--- src/asl_map.vh ---
/*
 * Constants of the audio-synchronised LED control block: slave address,
 * control byte layout, reset values and timing counts.
 * Assumes a 10 MHz system clock; included by bare name.
 */
`ifndef ASL_MAP_VH
`define ASL_MAP_VH

// ----------------------------------------------------------------------
// Clock and timing
// ----------------------------------------------------------------------
`define ASL_CLK_HZ 10000000
`define ASL_PWM_STEPS 256
`define ASL_PWM_HZ_FAST 15000
`define ASL_PWM_HZ_MID 60
`define ASL_PWM_HZ_SLOW 7
`define ASL_PWM_HZ_SLOWEST 4
`define ASL_DIV_FAST (`ASL_CLK_HZ / (`ASL_PWM_HZ_FAST * `ASL_PWM_STEPS))
`define ASL_DIV_MID (`ASL_CLK_HZ / (`ASL_PWM_HZ_MID * `ASL_PWM_STEPS))
`define ASL_DIV_SLOW (`ASL_CLK_HZ / (`ASL_PWM_HZ_SLOW * `ASL_PWM_STEPS))
`define ASL_DIV_SLOWEST (`ASL_CLK_HZ / (`ASL_PWM_HZ_SLOWEST * `ASL_PWM_STEPS))
`define ASL_SHUFFLE_MS 3200
`define ASL_SHUFFLE_CYCLES (`ASL_SHUFFLE_MS * (`ASL_CLK_HZ / 1000))

// ----------------------------------------------------------------------
// Serial slave address: fixed upper six bits, low bit from the strap
// ----------------------------------------------------------------------
`define ASL_ADDR_HI 6'h3D

// ----------------------------------------------------------------------
// Control byte: [7:5] register select, [4:0] payload
// ----------------------------------------------------------------------
`define ASL_SEL_MSB 7
`define ASL_SEL_LSB 5
`define ASL_REG_PATTERN 3'h0
`define ASL_REG_MODE 3'h1
`define ASL_REG_FREQ 3'h2
`define ASL_PAT_SEL_BIT 3
`define ASL_PAT_THIRD_COLOR_OUTPUT_BIT 2
`define ASL_PAT_SECOND_COLOR_OUTPUT_BIT 1
`define ASL_PAT_FIRST_COLOR_OUTPUT_BIT 0
`define ASL_MODE_SHUFFLE_BIT 0
`define ASL_FREQ_MSB 1
`define ASL_FREQ_LSB 0

// ----------------------------------------------------------------------
// Reset values
// ----------------------------------------------------------------------
`define ASL_RST_PATTERN 4'h0
`define ASL_RST_SHUFFLE 1'h0
`define ASL_RST_FREQ 2'h1

`endif

--- src/asl_pwm_chan.v ---
/*
 * One PWM output channel: a duty comparator on a free-running step count.
 * Assumes the step counter comes from the parent on the same clock.
 */
`timescale 1ns/1ps

module asl_pwm_chan #(
    parameter WIDTH = 8
) (
    clk,
    rst,
    stepCount,
    duty,
    forceOn,
    pwmOut
);
    input wire clk;
    input wire rst;
    input wire [WIDTH-1:0] stepCount;
    input wire [WIDTH-1:0] duty;
    input wire forceOn;
    output reg pwmOut;

    // ------------------------------------------------------------------
    // Comparator
    // ------------------------------------------------------------------
    // A count of N steps cannot show N of N high, so full duty is forced.
    always @(posedge clk or posedge rst) begin
        if (rst) begin
            pwmOut <= 1'b0;
        end else begin
            pwmOut <= forceOn | (stepCount < duty);
        end
    end
endmodule

--- src/asl_twi_slave.v ---
/*
 * Write-only two-wire serial slave. Takes synchronised clock and data
 * levels, recognises start and stop, matches the address and emits one
 * strobe per received data byte. Assumes inputs already on clk.
 */
`timescale 1ns/1ps
`include "asl_map.vh"

module asl_twi_slave (
    clk,
    rst,
    sclLevel,
    sdaLevel,
    addrBit,
    sdaOe,
    byteValid,
    byteData
);
    input wire clk;
    input wire rst;
    input wire sclLevel;
    input wire sdaLevel;
    input wire addrBit;
    output reg sdaOe;
    output reg byteValid;
    output reg [7:0] byteData;

    localparam ST_IDLE = 2'h0;
    localparam ST_RX = 2'h1;
    localparam ST_ACK = 2'h2;

    reg [1:0] state_q;
    reg [3:0] bitCnt_q;
    reg [7:0] shift_q;
    reg isAddr_q;
    reg sclPrev_q;
    reg sdaPrev_q;
    wire sclRise = sclLevel & ~sclPrev_q;
    wire sclFall = ~sclLevel & sclPrev_q;
    wire startSeen = sclLevel & sclPrev_q & sdaPrev_q & ~sdaLevel;
    wire stopSeen = sclLevel & sclPrev_q & ~sdaPrev_q & sdaLevel;
    wire addrMatch = (shift_q[7:1] == {`ASL_ADDR_HI, addrBit}) & ~shift_q[0];

    // ------------------------------------------------------------------
    // Byte engine
    // ------------------------------------------------------------------
    always @(posedge clk or posedge rst) begin
        if (rst) begin
            state_q <= ST_IDLE;
            bitCnt_q <= 4'h0;
            shift_q <= 8'h00;
            isAddr_q <= 1'b0;
            sclPrev_q <= 1'b1;
            sdaPrev_q <= 1'b1;
            sdaOe <= 1'b0;
            byteValid <= 1'b0;
            byteData <= 8'h00;
        end else begin
            sclPrev_q <= sclLevel;
            sdaPrev_q <= sdaLevel;
            byteValid <= 1'b0;
            if (stopSeen) begin
                state_q <= ST_IDLE;
                sdaOe <= 1'b0;
            end else if (startSeen) begin
                state_q <= ST_RX;
                bitCnt_q <= 4'h0;
                isAddr_q <= 1'b1;
                sdaOe <= 1'b0;
            end else begin
                case (state_q)
                    ST_RX: begin
                        if (sclRise && bitCnt_q != 4'h8) begin
                            shift_q <= {shift_q[6:0], sdaLevel};
                            bitCnt_q <= bitCnt_q + 4'h1;
                        end else if (sclFall && bitCnt_q == 4'h8) begin
                            if (isAddr_q) begin
                                if (addrMatch) begin
                                    state_q <= ST_ACK;
                                    sdaOe <= 1'b1;
                                end else begin
                                    state_q <= ST_IDLE;
                                end
                            end else begin
                                state_q <= ST_ACK;
                                sdaOe <= 1'b1;
                                byteValid <= 1'b1;
                                byteData <= shift_q;
                            end
                        end
                    end
                    ST_ACK: begin
                        if (sclFall) begin
                            sdaOe <= 1'b0;
                            state_q <= ST_RX;
                            bitCnt_q <= 4'h0;
                            isAddr_q <= 1'b0;
                        end
                    end
                    default: begin
                        state_q <= ST_IDLE;
                    end
                endcase
            end
        end
    end
endmodule

--- src/asl_led_ctrl.v ---
/*
 * Control logic of a three-channel audio-synchronised LED PWM driver.
 * Holds the serial pin synchronisers, the control registers written over
 * the serial slave, the band shuffler and the PWM time base.
 * Assumes band amplitude levels arrive on clk from the analog front end,
 * and that the open-drain data wire is resolved outside from sdaOe.
 */

`timescale 1ns/1ps
`include "asl_map.vh"

module asl_led_ctrl #(
    parameter DIV_FAST = `ASL_DIV_FAST,
    parameter DIV_MID = `ASL_DIV_MID,
    parameter DIV_SLOW = `ASL_DIV_SLOW,
    parameter DIV_SLOWEST = `ASL_DIV_SLOWEST,
    parameter SHUFFLE_CYCLES = `ASL_SHUFFLE_CYCLES,
    parameter LEVEL_W = 8
) (
    clk,
    rst,
    sclPin,
    sdaIn,
    sdaOut,
    sdaOe,
    adrPin,
    lowBandLevel,
    midBandLevel,
    highBandLevel,
    firstColorOutput,
    secondColorOutput,
    thirdColorOutput,
    patternMode,
    firstOutputDirectOn,
    secondOutputDirectOn,
    thirdOutputDirectOn,
    bandShuffleEnable,
    shuffleActive,
    pwmFreqSel,
    bandOrder
);
    input wire clk;
    input wire rst;
    input wire sclPin;
    input wire sdaIn;
    output wire sdaOut;
    output wire sdaOe;
    input wire adrPin;
    input wire [LEVEL_W-1:0] lowBandLevel;
    input wire [LEVEL_W-1:0] midBandLevel;
    input wire [LEVEL_W-1:0] highBandLevel;
    output wire firstColorOutput;
    output wire secondColorOutput;
    output wire thirdColorOutput;
    output reg patternMode;
    output reg firstOutputDirectOn;
    output reg secondOutputDirectOn;
    output reg thirdOutputDirectOn;
    output reg bandShuffleEnable;
    output reg shuffleActive;
    output reg [1:0] pwmFreqSel;
    output reg [2:0] bandOrder;

    // ------------------------------------------------------------------
    // Functions
    // ------------------------------------------------------------------
    // Band index (0 low, 1 mid, 2 high) feeding output outIdx under
    // permutation perm; the six codes cover every ordering of three.
    function [1:0] bandFor;
        input [2:0] perm;
        input [1:0] outIdx;
        reg [5:0] map;
        begin
            map = 6'h24;
            case (perm)
                3'h0: map = 6'h24;
                3'h1: map = 6'h18;
                3'h2: map = 6'h21;
                3'h3: map = 6'h09;
                3'h4: map = 6'h12;
                3'h5: map = 6'h06;
                default: map = 6'h24;
            endcase
            case (outIdx)
                2'h0: bandFor = map[1:0];
                2'h1: bandFor = map[3:2];
                default: bandFor = map[5:4];
            endcase
        end
    endfunction

    function [LEVEL_W-1:0] pickLevel;
        input [1:0] band;
        input [LEVEL_W-1:0] lowL;
        input [LEVEL_W-1:0] midL;
        input [LEVEL_W-1:0] highL;
        begin
            case (band)
                2'h0: pickLevel = lowL;
                2'h1: pickLevel = midL;
                default: pickLevel = highL;
            endcase
        end
    endfunction

    // ------------------------------------------------------------------
    // Pin synchronisers
    // ------------------------------------------------------------------
    reg sclMeta_q;
    reg sclSync_q;
    reg sdaMeta_q;
    reg sdaSync_q;
    reg adrMeta_q;
    reg adrSync_q;

    always @(posedge clk or posedge rst) begin
        if (rst) begin
            sclMeta_q <= 1'b1;
            sclSync_q <= 1'b1;
            sdaMeta_q <= 1'b1;
            sdaSync_q <= 1'b1;
            adrMeta_q <= 1'b0;
            adrSync_q <= 1'b0;
        end else begin
            sclMeta_q <= sclPin;
            sclSync_q <= sclMeta_q;
            sdaMeta_q <= sdaIn;
            sdaSync_q <= sdaMeta_q;
            adrMeta_q <= adrPin;
            adrSync_q <= adrMeta_q;
        end
    end

    // ------------------------------------------------------------------
    // Serial slave
    // ------------------------------------------------------------------
    // A 400 kHz bus gives 25 system clocks per serial period, ample for
    // the two synchroniser stages and the edge detector.
    wire byteValid;
    wire [7:0] byteData;

    // The line is only ever pulled low; the pull-up makes the high level.
    assign sdaOut = 1'b0;

    asl_twi_slave uSlave (
        .clk(clk),
        .rst(rst),
        .sclLevel(sclSync_q),
        .sdaLevel(sdaSync_q),
        .addrBit(adrSync_q),
        .sdaOe(sdaOe),
        .byteValid(byteValid),
        .byteData(byteData)
    );

    // ------------------------------------------------------------------
    // Control registers
    // ------------------------------------------------------------------
    // Bytes for unlisted selects belong to the analog settings and are
    // dropped here; the master still sees them acknowledged.
    wire [2:0] regSel = byteData[`ASL_SEL_MSB:`ASL_SEL_LSB];
    localparam [3:0] PAT_RST = `ASL_RST_PATTERN;

    always @(posedge clk or posedge rst) begin
        if (rst) begin
            patternMode <= PAT_RST[`ASL_PAT_SEL_BIT];
            firstOutputDirectOn <= PAT_RST[`ASL_PAT_FIRST_COLOR_OUTPUT_BIT];
            secondOutputDirectOn <= PAT_RST[`ASL_PAT_SECOND_COLOR_OUTPUT_BIT];
            thirdOutputDirectOn <= PAT_RST[`ASL_PAT_THIRD_COLOR_OUTPUT_BIT];
            bandShuffleEnable <= `ASL_RST_SHUFFLE;
            pwmFreqSel <= `ASL_RST_FREQ;
        end else if (byteValid) begin
            case (regSel)
                `ASL_REG_PATTERN: begin
                    patternMode <= byteData[`ASL_PAT_SEL_BIT];
                    firstOutputDirectOn <= byteData[`ASL_PAT_FIRST_COLOR_OUTPUT_BIT];
                    secondOutputDirectOn <= byteData[`ASL_PAT_SECOND_COLOR_OUTPUT_BIT];
                    thirdOutputDirectOn <= byteData[`ASL_PAT_THIRD_COLOR_OUTPUT_BIT];
                end
                `ASL_REG_MODE: begin
                    bandShuffleEnable <= byteData[`ASL_MODE_SHUFFLE_BIT];
                end
                `ASL_REG_FREQ: begin
                    pwmFreqSel <= byteData[`ASL_FREQ_MSB:`ASL_FREQ_LSB];
                end
                default: begin
                    pwmFreqSel <= pwmFreqSel;
                end
            endcase
        end
    end

    // ------------------------------------------------------------------
    // PWM time base
    // ------------------------------------------------------------------
    // No rate is an exact divisor of the clock; the fast rate lands well
    // above the nominal rate, the slow rates a little above.
    reg [15:0] divCnt_q;
    reg [LEVEL_W-1:0] stepCnt_q;
    reg [15:0] divLimit;

    always @* begin
        case (pwmFreqSel)
            2'h0: divLimit = DIV_FAST[15:0];
            2'h1: divLimit = DIV_MID[15:0];
            2'h2: divLimit = DIV_SLOW[15:0];
            default: divLimit = DIV_SLOWEST[15:0];
        endcase
    end

    wire stepTick = (divCnt_q >= divLimit - 16'h1);

    always @(posedge clk or posedge rst) begin
        if (rst) begin
            divCnt_q <= 16'h0000;
            stepCnt_q <= {LEVEL_W{1'b0}};
        end else if (stepTick) begin
            divCnt_q <= 16'h0000;
            stepCnt_q <= stepCnt_q + {{(LEVEL_W-1){1'b0}}, 1'b1};
        end else begin
            divCnt_q <= divCnt_q + 16'h0001;
        end
    end

    // ------------------------------------------------------------------
    // Band shuffler
    // ------------------------------------------------------------------
    // The step is drawn from a small LFSR and never zero, so every
    // interval really changes the assignment.
    reg [25:0] shufCnt_q;
    reg [4:0] lfsr_q;
    wire shufOn = bandShuffleEnable & ~patternMode;
    wire shufWrap = (shufCnt_q == SHUFFLE_CYCLES[25:0] - 26'h1);
    wire [2:0] shufStep = (lfsr_q[2:0] % 3'h5) + 3'h1;
    wire [3:0] nextSum = {1'b0, bandOrder} + {1'b0, shufStep};

    always @(posedge clk or posedge rst) begin
        if (rst) begin
            shufCnt_q <= 26'h0000000;
            lfsr_q <= 5'h01;
            bandOrder <= 3'h0;
            shuffleActive <= 1'b0;
        end else begin
            shuffleActive <= shufOn;
            lfsr_q <= {lfsr_q[3:0], lfsr_q[4] ^ lfsr_q[2]};
            if (!shufOn) begin
                shufCnt_q <= 26'h0000000;
                bandOrder <= 3'h0;
            end else if (shufWrap) begin
                shufCnt_q <= 26'h0000000;
                if (nextSum >= 4'h6) begin
                    bandOrder <= nextSum[2:0] - 3'h6;
                end else begin
                    bandOrder <= nextSum[2:0];
                end
            end else begin
                shufCnt_q <= shufCnt_q + 26'h0000001;
            end
        end
    end

    // ------------------------------------------------------------------
    // Duty selection
    // ------------------------------------------------------------------
    // In pattern mode the duty is zero and the direct bit forces full on.
    reg [LEVEL_W-1:0] duty1;
    reg [LEVEL_W-1:0] duty2;
    reg [LEVEL_W-1:0] duty3;
    wire force1 = patternMode & firstOutputDirectOn;
    wire force2 = patternMode & secondOutputDirectOn;
    wire force3 = patternMode & thirdOutputDirectOn;

    always @* begin
        if (patternMode) begin
            duty1 = {LEVEL_W{1'b0}};
            duty2 = {LEVEL_W{1'b0}};
            duty3 = {LEVEL_W{1'b0}};
        end else begin
            duty1 = pickLevel(bandFor(bandOrder, 2'h0), lowBandLevel, midBandLevel,
                highBandLevel);
            duty2 = pickLevel(bandFor(bandOrder, 2'h1), lowBandLevel, midBandLevel,
                highBandLevel);
            duty3 = pickLevel(bandFor(bandOrder, 2'h2), lowBandLevel, midBandLevel,
                highBandLevel);
        end
    end

    // ------------------------------------------------------------------
    // Output channels
    // ------------------------------------------------------------------
    asl_pwm_chan #(.WIDTH(LEVEL_W)) uChan1 (
        .clk(clk),
        .rst(rst),
        .stepCount(stepCnt_q),
        .duty(duty1),
        .forceOn(force1),
        .pwmOut(firstColorOutput)
    );

    asl_pwm_chan #(.WIDTH(LEVEL_W)) uChan2 (
        .clk(clk),
        .rst(rst),
        .stepCount(stepCnt_q),
        .duty(duty2),
        .forceOn(force2),
        .pwmOut(secondColorOutput)
    );

    asl_pwm_chan #(.WIDTH(LEVEL_W)) uChan3 (
        .clk(clk),
        .rst(rst),
        .stepCount(stepCnt_q),
        .duty(duty3),
        .forceOn(force3),
        .pwmOut(thirdColorOutput)
    );
endmodule

--- config.mk ---
export PLATFORM = sky130hd
export DESIGN_NAME = asl_led_ctrl
export DESIGN_NICKNAME = d
export VERILOG_FILES = /design/src/asl_pwm_chan.v /design/src/asl_twi_slave.v /design/src/asl_led_ctrl.v
export VERILOG_INCLUDE_DIRS = /design/src
export SDC_FILE = /design/constraint.sdc
export NUM_CORES = 1
export LEC_CHECK = 0
export ABC_CLOCK_PERIOD_IN_PS = 3100
export BUFFER_PORTS_ARGS = -buffer_cell sky130_fd_sc_hd__buf_2
export CELL_PAD_IN_SITES_DETAIL_PLACEMENT = 0
export CELL_PAD_IN_SITES_GLOBAL_PLACEMENT = 1
export CORE_UTILIZATION = 39
export CTS_CLUSTER_DIAMETER = 60
export CTS_CLUSTER_SIZE = 40
export DETAILED_ROUTE_END_ITERATION = 10
export HOLD_SLACK_MARGIN = 0.06
export PLACE_DENSITY = 0.74
export SLEW_MARGIN = 20
export SYNTH_ARGS = -nofsm -noshare
export SYNTH_HDL_FRONTEND = slang
export SYNTH_SLANG_ARGS = --single-unit
--- constraint.sdc ---
create_clock -name clk -period 3.1 [get_ports clk]
set_input_delay 0.62 -clock clk [delete_from_list [all_inputs] [get_ports clk]]
set_output_delay 0.62 -clock clk [all_outputs]
set_load 0.005 [all_outputs]
==> flow_summary.toml, run 1 <==
[status]
outcome = "finished clean"

[final_layout]
drive_gt1_frac = 0.184
utilization = 0.452
antenna_cells = 0
n_fill_cell = 1512
fin_area_um2 = 6970
stdcell_count = 881
seq_area_um2 = 2540
area_growth_pct = 11.6
fin_nets = 748
multiInputGateArea_um2 = 3510

[timing]
setup_tns_ns = 0
hold_viol_final = 0
setup_viol = 0
period_minus_slack_ns = 2.74
rsz0062_at_grt = "no"
relSlewSlack = 0.371
fin_crit_sh = 0.882
clock_skew_ns = 0.00988
worstMarginPinSlew_ns = 0.944
timing.fmax_mhz = 366
maxSlewViolCount = 0

[global_route]
grt_max_degree = 49
grt-ovfl-total = 0
groute.usage.overall = 0.170
antenna_found_initial = 0
grt_first_pass_wirelength_um = 22400
grt_pass1_vias = 4529

[power]
max-vdd-ir-drop_mv = 0.368
power.density_nw_per_um2 = 481
leakage_uw = 0.00305

[clock_network]
ctsHtreeMaxLevel = 3
insertion_delay_ns = 0.35
cts.sinks = 101
numCtsBuffers = 9
cts_tree = "done"
clockBufferDepth = 2
clk_pin_slew_ns = 0.07
cts_repair_resize_count = 0
postCtsSetupBuffers = 0
postCtsHoldBufs = 0
clock-root-buffer = "clkbuf_16"

[die]
initial_utilization = 0.405
die_height_um = 129
io-pin-count = 45
design.die.area_um2 = 16500
core.rowCount = 45
core_um2 = 15400
die_w_um = 129

[placement]
gp_congestion = 0.938
placed_cells = 865
dpl_cell_area_um2 = 6690
portBuffers = 43
hpwl_um = 9710

[critical_path]
crit_path_max_incr_delay_ns = 0.55
slowest_stage = "dfstp_2"
critical_path_buf_inv_count = 2
cp_top_family = "compound AO/OA/AOI/OAI gates"
cp.required_ns = 3.33
path_cells = "inv_1 -> ha_1 -> inv_1 -> ha_1 -> a211oi_1 -> o21ai_1 -> o211ai_1 -> o2111ai_4 -> and2_1 -> mux2_4"
start_kind = "register"
worstPathMaxFanout = 7
crit_arrival_ns = 2.96
end_kind = "register"
critical_path_class = "register to register"

[drt]
drtAntennaViolNets = 0
remaining_drc_errors = 0
first_pass_iters = 4
wl_um = 12900
drt-wirelength-per-cell_um = 14.7
num_vias = 4610
drt_iter0_markers = 272
via_per_inst = 5.23

[synthesis]
synth_common_cells = "dfrtp_1, nor2_1, ha_1"
synth_top_area_frac = 0.372
yosysWarnings = 0
synthesis.instances = 623
syn_area_um2 = 6250
ys_types = 72
synthTopCellsByArea = "dfrtp_1, ha_1, nor2_1, dfstp_2, xnor2_1"
ys_seq_area_frac = 0.406
synth_edf_count = 0
yosys_most_used_dff = "dfrtp_1"
yosys.area.top_type = "dfrtp_1"
synth-seq-cells = 101
ys_async_sr_fraction = 1.00
synth_area_per_cell_um2 = 10.0
synth_most_common_cell = "dfrtp_1"

[job]
cap_violations = 0

[worst_hold_path]
min_path_type = "register to register"
[layout make-up]
cell class / instances / share of cell area
multi-input combinational: 479 / 0.503
sequential: 101 / 0.364
inverter: 23 / 0.0129
timing repair buffer: 51 / 0.0413
tap: 211 / 0.0379
clock inverter: 7 / 0.00897
clock buffer: 9 / 0.0323
[cells in the final DEF, fill, tap and decap left out, types with 22 or more instances in the layout]
master   Yosys  final
a21oi_1     27     27
dfrtp_1     93     93
nor2_1      81     81
o21ai_0     25     25
nand3_1     29     29
xnor2_1     24     24
buf_2        8     43
xor2_1      22     22
nand2_1     29     29
ha_1        53     53
[final timing paths]
check / depth (start not counted) / to / slack [ns] / startpoint
min in group asynchronous: 2 / lfsr_q[2] / 0.40 / rst
max reg2reg: 10 / stepCnt_q[1] / 0.36 / pwmFreqSel[0]
max in group asynchronous: 3 / pwmFreqSel[0] / 1.96 / rst
max: 10 / stepCnt_q[1] / 0.36 / pwmFreqSel[0]
min reg2reg: 0 / lfsr_q[4] / 0.35 / lfsr_q[3]
min: 0 / lfsr_q[4] / 0.35 / lfsr_q[3]
[worst reg2reg max path, delay by kind of cell (launching register included)]
kind	cells	cell delay (ns)
mux	1	0.30
flops	1	0.55
buf+inv	2	0.22
fa+ha+maj	2	0.57
compound gates	4	0.74
simple gates	1	0.24
[registers in the layout (all words and copies together), names as in the netlist, 2 cells and up]
signal / flops
uSlave.byteData: 7
uSlave.bitCnt_q: 4
divCnt_q: 16
uSlave.state_q: 2
uSlave.shift_q: 8
pwmFreqSel: 2
lfsr_q: 5
bandOrder: 3
shufCnt_q: 26
stepCnt_q: 8
[metrics by stage]
stage	hold slack [ns]	setup slack, ns	total power, µW
2_1_floorplan	0.331	0.537	2070
3_3_place_gp	0.333	0.525	2270
3_5_place_dp	0.337	0.432	2300
4_1_cts	0.347	0.376	3400
5_1_grt	0.345	0.187	3570
6_report	0.351	0.365	3360
[cell families (layout without fill, tap and decap cells)]
kind of cell,Yosys count,count (layout),share of synthesized area
adder cells (fa/ha/maj),54,54,0.109
flip-flops,101,101,0.406
other,2,4,0.00120
multiplexers,33,33,0.0619
buffers and inverters,45,90,0.0340
XOR/XNOR,46,46,0.0645
AO/OA/AOI/OAI,121,121,0.134
AND/OR/NAND/NOR,221,221,0.189
[per-layer routing]
metal / global-route usage / up-vias / share of wire
met5: 0 / - / 0
met4: 0.0429 / 0 / 0.012
met3: 0.0358 / 11 / 0.031
met2: 0.278 / 67 / 0.47
met1: 0.230 / 2223 / 0.49
li1: - / 2309 / -
[power by group]
| part | switching, µW | total [µW] | internal (µW) |
|---|---|---|---|
| Combinational | 323 | 656 | 334 |
| Clock | 525 | 1090 | 565 |
| Sequential | 176 | 1610 | 1440 |
| Total | 1020 | 3360 | 2330 |
Note: power is estimated with default switching activity, not from simulation.
==> run 2, diff against run 1 <==
- CORE_UTILIZATION: 39 -> 43
- PLACE_DENSITY: 0.74 -> 0.8
==> run 2 against run 1 <==
Net effect: critical path depth is 1 lower; clock skew is 0.00059 ns higher; combinational power hardly changed; total power is 2.6% higher; routed wire length decreased by 2.1%; sequential power barely moved; sequential share of layout area is 0.20 points higher; die area is 9.2% lower; count of clock-buffer cells in the layout is the same; core utilization up 4.2 points; highest routed layer unchanged; sequential cell count is the same; non-clock buffer count fell by 3.
==> flow_summary.toml, run 2 (same netlist as run 1, synthesis figures left out) <==
[global_route]
grt_max_degree = 102
grt-ovfl-total = 0
grt_first_pass_wirelength_um = 21500
antenna_found_initial = 0
groute.usage.overall = 0.181
grt_pass1_vias = 4446

[die]
core_um2 = 14000
core.rowCount = 43
die_height_um = 123
die_w_um = 123
io-pin-count = 45
design.die.area_um2 = 15000
initial_utilization = 0.445

[timing]
rsz0062_at_grt = "no"
setup_tns_ns = 0
relSlewSlack = 0.342
period_minus_slack_ns = 2.72
fin_crit_sh = 0.876
clock_skew_ns = 0.0105
timing.fmax_mhz = 368
hold_viol_final = 0
worstMarginPinSlew_ns = 0.988
setup_viol = 0
maxSlewViolCount = 0

[drt]
drt_iter0_markers = 257
drt-wirelength-per-cell_um = 15.0
num_vias = 4621
via_per_inst = 5.46
remaining_drc_errors = 0
wl_um = 12700
drtAntennaViolNets = 0
first_pass_iters = 4

[final_layout]
fin_nets = 745
largest_reg_flops = 26
final_cell_mix = "dfrtp_1, nor2_1, ha_1"
antenna_cells = 0
fin_area_um2 = 6940
area_growth_pct = 11.0
top_regs = "shufCnt_q x26, divCnt_q x16"
multiInputGateArea_um2 = 3510
layout_commonest_cell = "dfrtp_1"
drive_gt1_frac = 0.180
seq_area_um2 = 2540
largest-register = "shufCnt_q"
n_fill_cell = 1286

[clock_network]
cts.sinks = 101
postCtsSetupBuffers = 0
clock-root-buffer = "clkbuf_16"
ctsHtreeMaxLevel = 3
postCtsHoldBufs = 0
numCtsBuffers = 9
clk_pin_slew_ns = 0.07
cts_repair_resize_count = 0
clockBufferDepth = 2
cts_tree = "done"
insertion_delay_ns = 0.35

[power]
max-vdd-ir-drop_mv = 0.337
leakage_uw = 0.00304
p_total_uw = 3440
power.density_nw_per_um2 = 496

[critical_path]
cp.required_ns = 3.33
startpoint = "bandOrder[0]"
critical_path_class = "register to register"
r2r-start = "bandOrder[0]"
end_kind = "register"
start_kind = "register"
crit_arrival_ns = 2.94
worstPathMaxFanout = 11

[worst_hold_path]
min_from = "sdaMeta_q"
min_path_type = "register to register"

[placement]
dpl_cell_area_um2 = 6630
gp_congestion = 0.898
hpwl_um = 9060
portBuffers = 43

[job]
cap_violations = 0

[status]
outcome = "finished clean"
[run 2: cell count changes in the layout (fill, tap and decap cells not counted)]
cell,previous run,this run
clkinv_4,1,0
clkinv_2,1,0
buf_4,7,4
bufinv_16,0,1
clkinvlp_4,1,2
[run 2: final timing paths]
kind	slack, ns	depth (start not counted)	end
worst max-delay path	0.39	9	uChan2.pwmOut
worst min-delay path	0.36	0	sdaSync_q
worst max register to register	0.39	9	uChan2.pwmOut
worst min register to register	0.36	0	sdaSync_q
max in group asynchronous	2.29	3	pwmFreqSel[0]
min in group asynchronous	0.42	3	shufCnt_q[20]
[run 2: layout make-up]
class / instances / share of cell area
tap: 180 / 0.0325
inverter: 23 / 0.0130
sequential: 101 / 0.366
clock inverter: 7 / 0.0124
multi-input combinational: 479 / 0.506
timing repair buffer: 48 / 0.0382
clock buffer: 9 / 0.0325
[run 2: through the flow]
step | std cells | hold slack, ns | worst slack [ns] | util
after global placement | 831 | 0.334 | 0.524 | 0.472
after floorplan | 625 | 0.331 | 0.537 | -
after global routing | 847 | 0.352 | 0.226 | 0.494
after detailed placement | 831 | 0.347 | 0.442 | 0.472
after CTS | 847 | 0.346 | 0.413 | 0.494
final | 847 | 0.360 | 0.385 | 0.494
[run 2: critical path, stage by stage (launching register included)]
cell      delay (ns)
dfrtp_1         0.49
or3_1           0.40
and2_1          0.26
nand2_1         0.23
o221ai_1        0.20
ha_1            0.34
a21oi_1         0.07
o21ai_0         0.22
nor2_1          0.07
a221o_1         0.31
[run 2: per-layer routing]
layer,up-vias,global-route usage,routed length (µm)
met5,-,0,0
met4,0,0.0610,229
met3,18,0.0297,412
met2,85,0.298,6030
met1,2221,0.240,6000
li1,2297,-,-
[run 2: power breakdown]
group / internal (µW) / leakage (µW) / switching [µW] / total (µW)
registers: 1440 / 0.00133 / 171 / 1610
logic: 334 / 0.00155 / 324 / 658
clock network: 646 / 0.000151 / 534 / 1180
total: 2410 / 0.00304 / 1030 / 3440
==> run 3, diff against run 2 <==
- CORE_ASPECT_RATIO: default -> 0.7
==> run 3 against run 2 <==
Net effect: worst setup slack got worse by 0.091 ns; die area about the same; count of clock-buffer cells in the layout increased by 1; sequential share of layout area decreased by 0.053 points; final area increased by 0.14%; first-iteration DRC count decreased by 11%; critical path depth unchanged; via count about the same; critical path type unchanged; largest power group unchanged; highest routed layer unchanged.
==> flow_summary.toml, run 3 (same netlist as run 1, synthesis figures left out) <==
[drt]
drt_iter0_markers = 230
via_per_inst = 5.38
remaining_drc_errors = 0
wl_um = 12800
drt-wirelength-per-cell_um = 15.0
drtAntennaViolNets = 0
num_vias = 4624
first_pass_iters = 4

[power]
max-vdd-ir-drop_mv = 0.297
leakage_uw = 0.00304
power.density_nw_per_um2 = 485

[placement]
gp_congestion = 0.910
hpwl_um = 9480
placed_cells = 843
portBuffers = 43
dpl_cell_area_um2 = 6650

[clock_network]
insertion_delay_ns = 0.34
clk_pin_slew_ns = 0.07
clockBufferDepth = 2
postCtsHoldBufs = 0
postCtsSetupBuffers = 0
clock-root-buffer = "clkbuf_16"
numCtsBuffers = 9
cts_tree = "done"
ctsHtreeMaxLevel = 3
cts_repair_resize_count = 0
cts.sinks = 101

[global_route]
antenna_found_initial = 0
grt_max_degree = 55
grt_first_pass_wirelength_um = 21700
grt-ovfl-total = 0
grt_pass1_vias = 4399
groute.usage.overall = 0.179
busiest_layer = "met2"
use_met1 = 0.263
grt_util_met2 = 0.275
gr-usage-met3 = 0.0376

[die]
core_um2 = 14100
core.rowCount = 36
initial_utilization = 0.445
design.die.area_um2 = 15000
die_w_um = 146
io-pin-count = 45
die_height_um = 103

[timing]
setup_viol = 0
worstMarginPinSlew_ns = 0.897
relSlewSlack = 0.393
fin_hold_ws_ns = 0.339
period_minus_slack_ns = 2.81
clock_skew_ns = 0.00885
hold_viol_final = 0
setup_tns_ns = 0
maxSlewViolCount = 0
rsz0062_at_grt = "no"
timing.fmax_mhz = 356
fin_crit_sh = 0.905

[critical_path]
cp.required_ns = 3.32
start_kind = "register"
end_kind = "register"
worstPathMaxFanout = 15
critical_path_class = "register to register"
crit_arrival_ns = 3.02

[final_layout]
multiInputGateArea_um2 = 3510
fin_nets = 747
top_regs = "shufCnt_q x26, divCnt_q x16"
antenna_cells = 0
drive_gt1_frac = 0.182
stdcell_count = 859
area_growth_pct = 11.2
seq_area_um2 = 2540
layout_commonest_cell = "dfrtp_1"
utilization = 0.494
n_fill_cell = 1342
largest-register = "shufCnt_q"
largest_reg_flops = 26
fin_area_um2 = 6950
final_cell_mix = "dfrtp_1, nor2_1, ha_1"

[worst_hold_path]
min_path_type = "input port to asynchronous set/reset pin"

[status]
outcome = "finished clean"

[job]
cap_violations = 0
run 3: cell count changes in the layout (fill, tap and decap cells not counted):
cell / before / now
buf_4: 4 / 6
inv_8: 2 / 0
bufinv_16: 1 / 0
clkbuf_8: 0 / 1
clkinv_2: 0 / 1
clkinv_4: 0 / 1
clkinv_8: 0 / 1
inv_6: 3 / 2
run 3: layout make-up:
cell class | count | area share
sequential | 101 | 0.365
clock inverter | 6 | 0.00793
tap | 190 | 0.0342
inverter | 23 | 0.0130
timing repair buffer | 50 | 0.0403
clock buffer | 10 | 0.0344
multi-input combinational | 479 | 0.505
run 3: per-stage QoR:
step                total power, µW  setup slack [ns]
CTS                            3400             0.299
global route                   3570            0.0720
floorplan                      2070             0.537
global placement               2260             0.522
finish                         3370             0.294
detailed placement             2300             0.317
run 3: worst paths after layout:
| check | from | to | slack, ns | cells after the start |
|---|---|---|---|---|
| setup / recovery | bandOrder[2] | uChan2.pwmOut | 0.29 | 9 |
| hold / removal | rst | uSlave.bitCnt_q[1] | 0.34 | 2 |
| setup reg to reg | bandOrder[2] | uChan2.pwmOut | 0.29 | 9 |
| hold reg to reg | lfsr_q[3] | lfsr_q[4] | 0.35 | 0 |
| max in group asynchronous | rst | pwmFreqSel[0] | 2.03 | 3 |
| min in group clk | lfsr_q[3] | lfsr_q[4] | 0.35 | 0 |
run 3: worst max-delay path: stages (launching register included):
cell,delay [ns]
dfrtp_1,0.56
or3_1,0.40
and2_1,0.26
nand2_1,0.22
o221ai_1,0.20
ha_1,0.37
nand2_1,0.07
o21ai_0,0.21
nor2_1,0.07
a221o_1,0.34
run 3: per-layer routing:
layer  wire, µm  vias to the layer above
met5          0                        -
met4         97                        0
met3        570                       10
met2       5580                       80
met1       6600                     2237
li1           -                     2297
run 3: power by group:
group | internal [µW] | switching (µW)
Clock | 579 | 514
Sequential | 1440 | 173
Combinational | 336 | 328
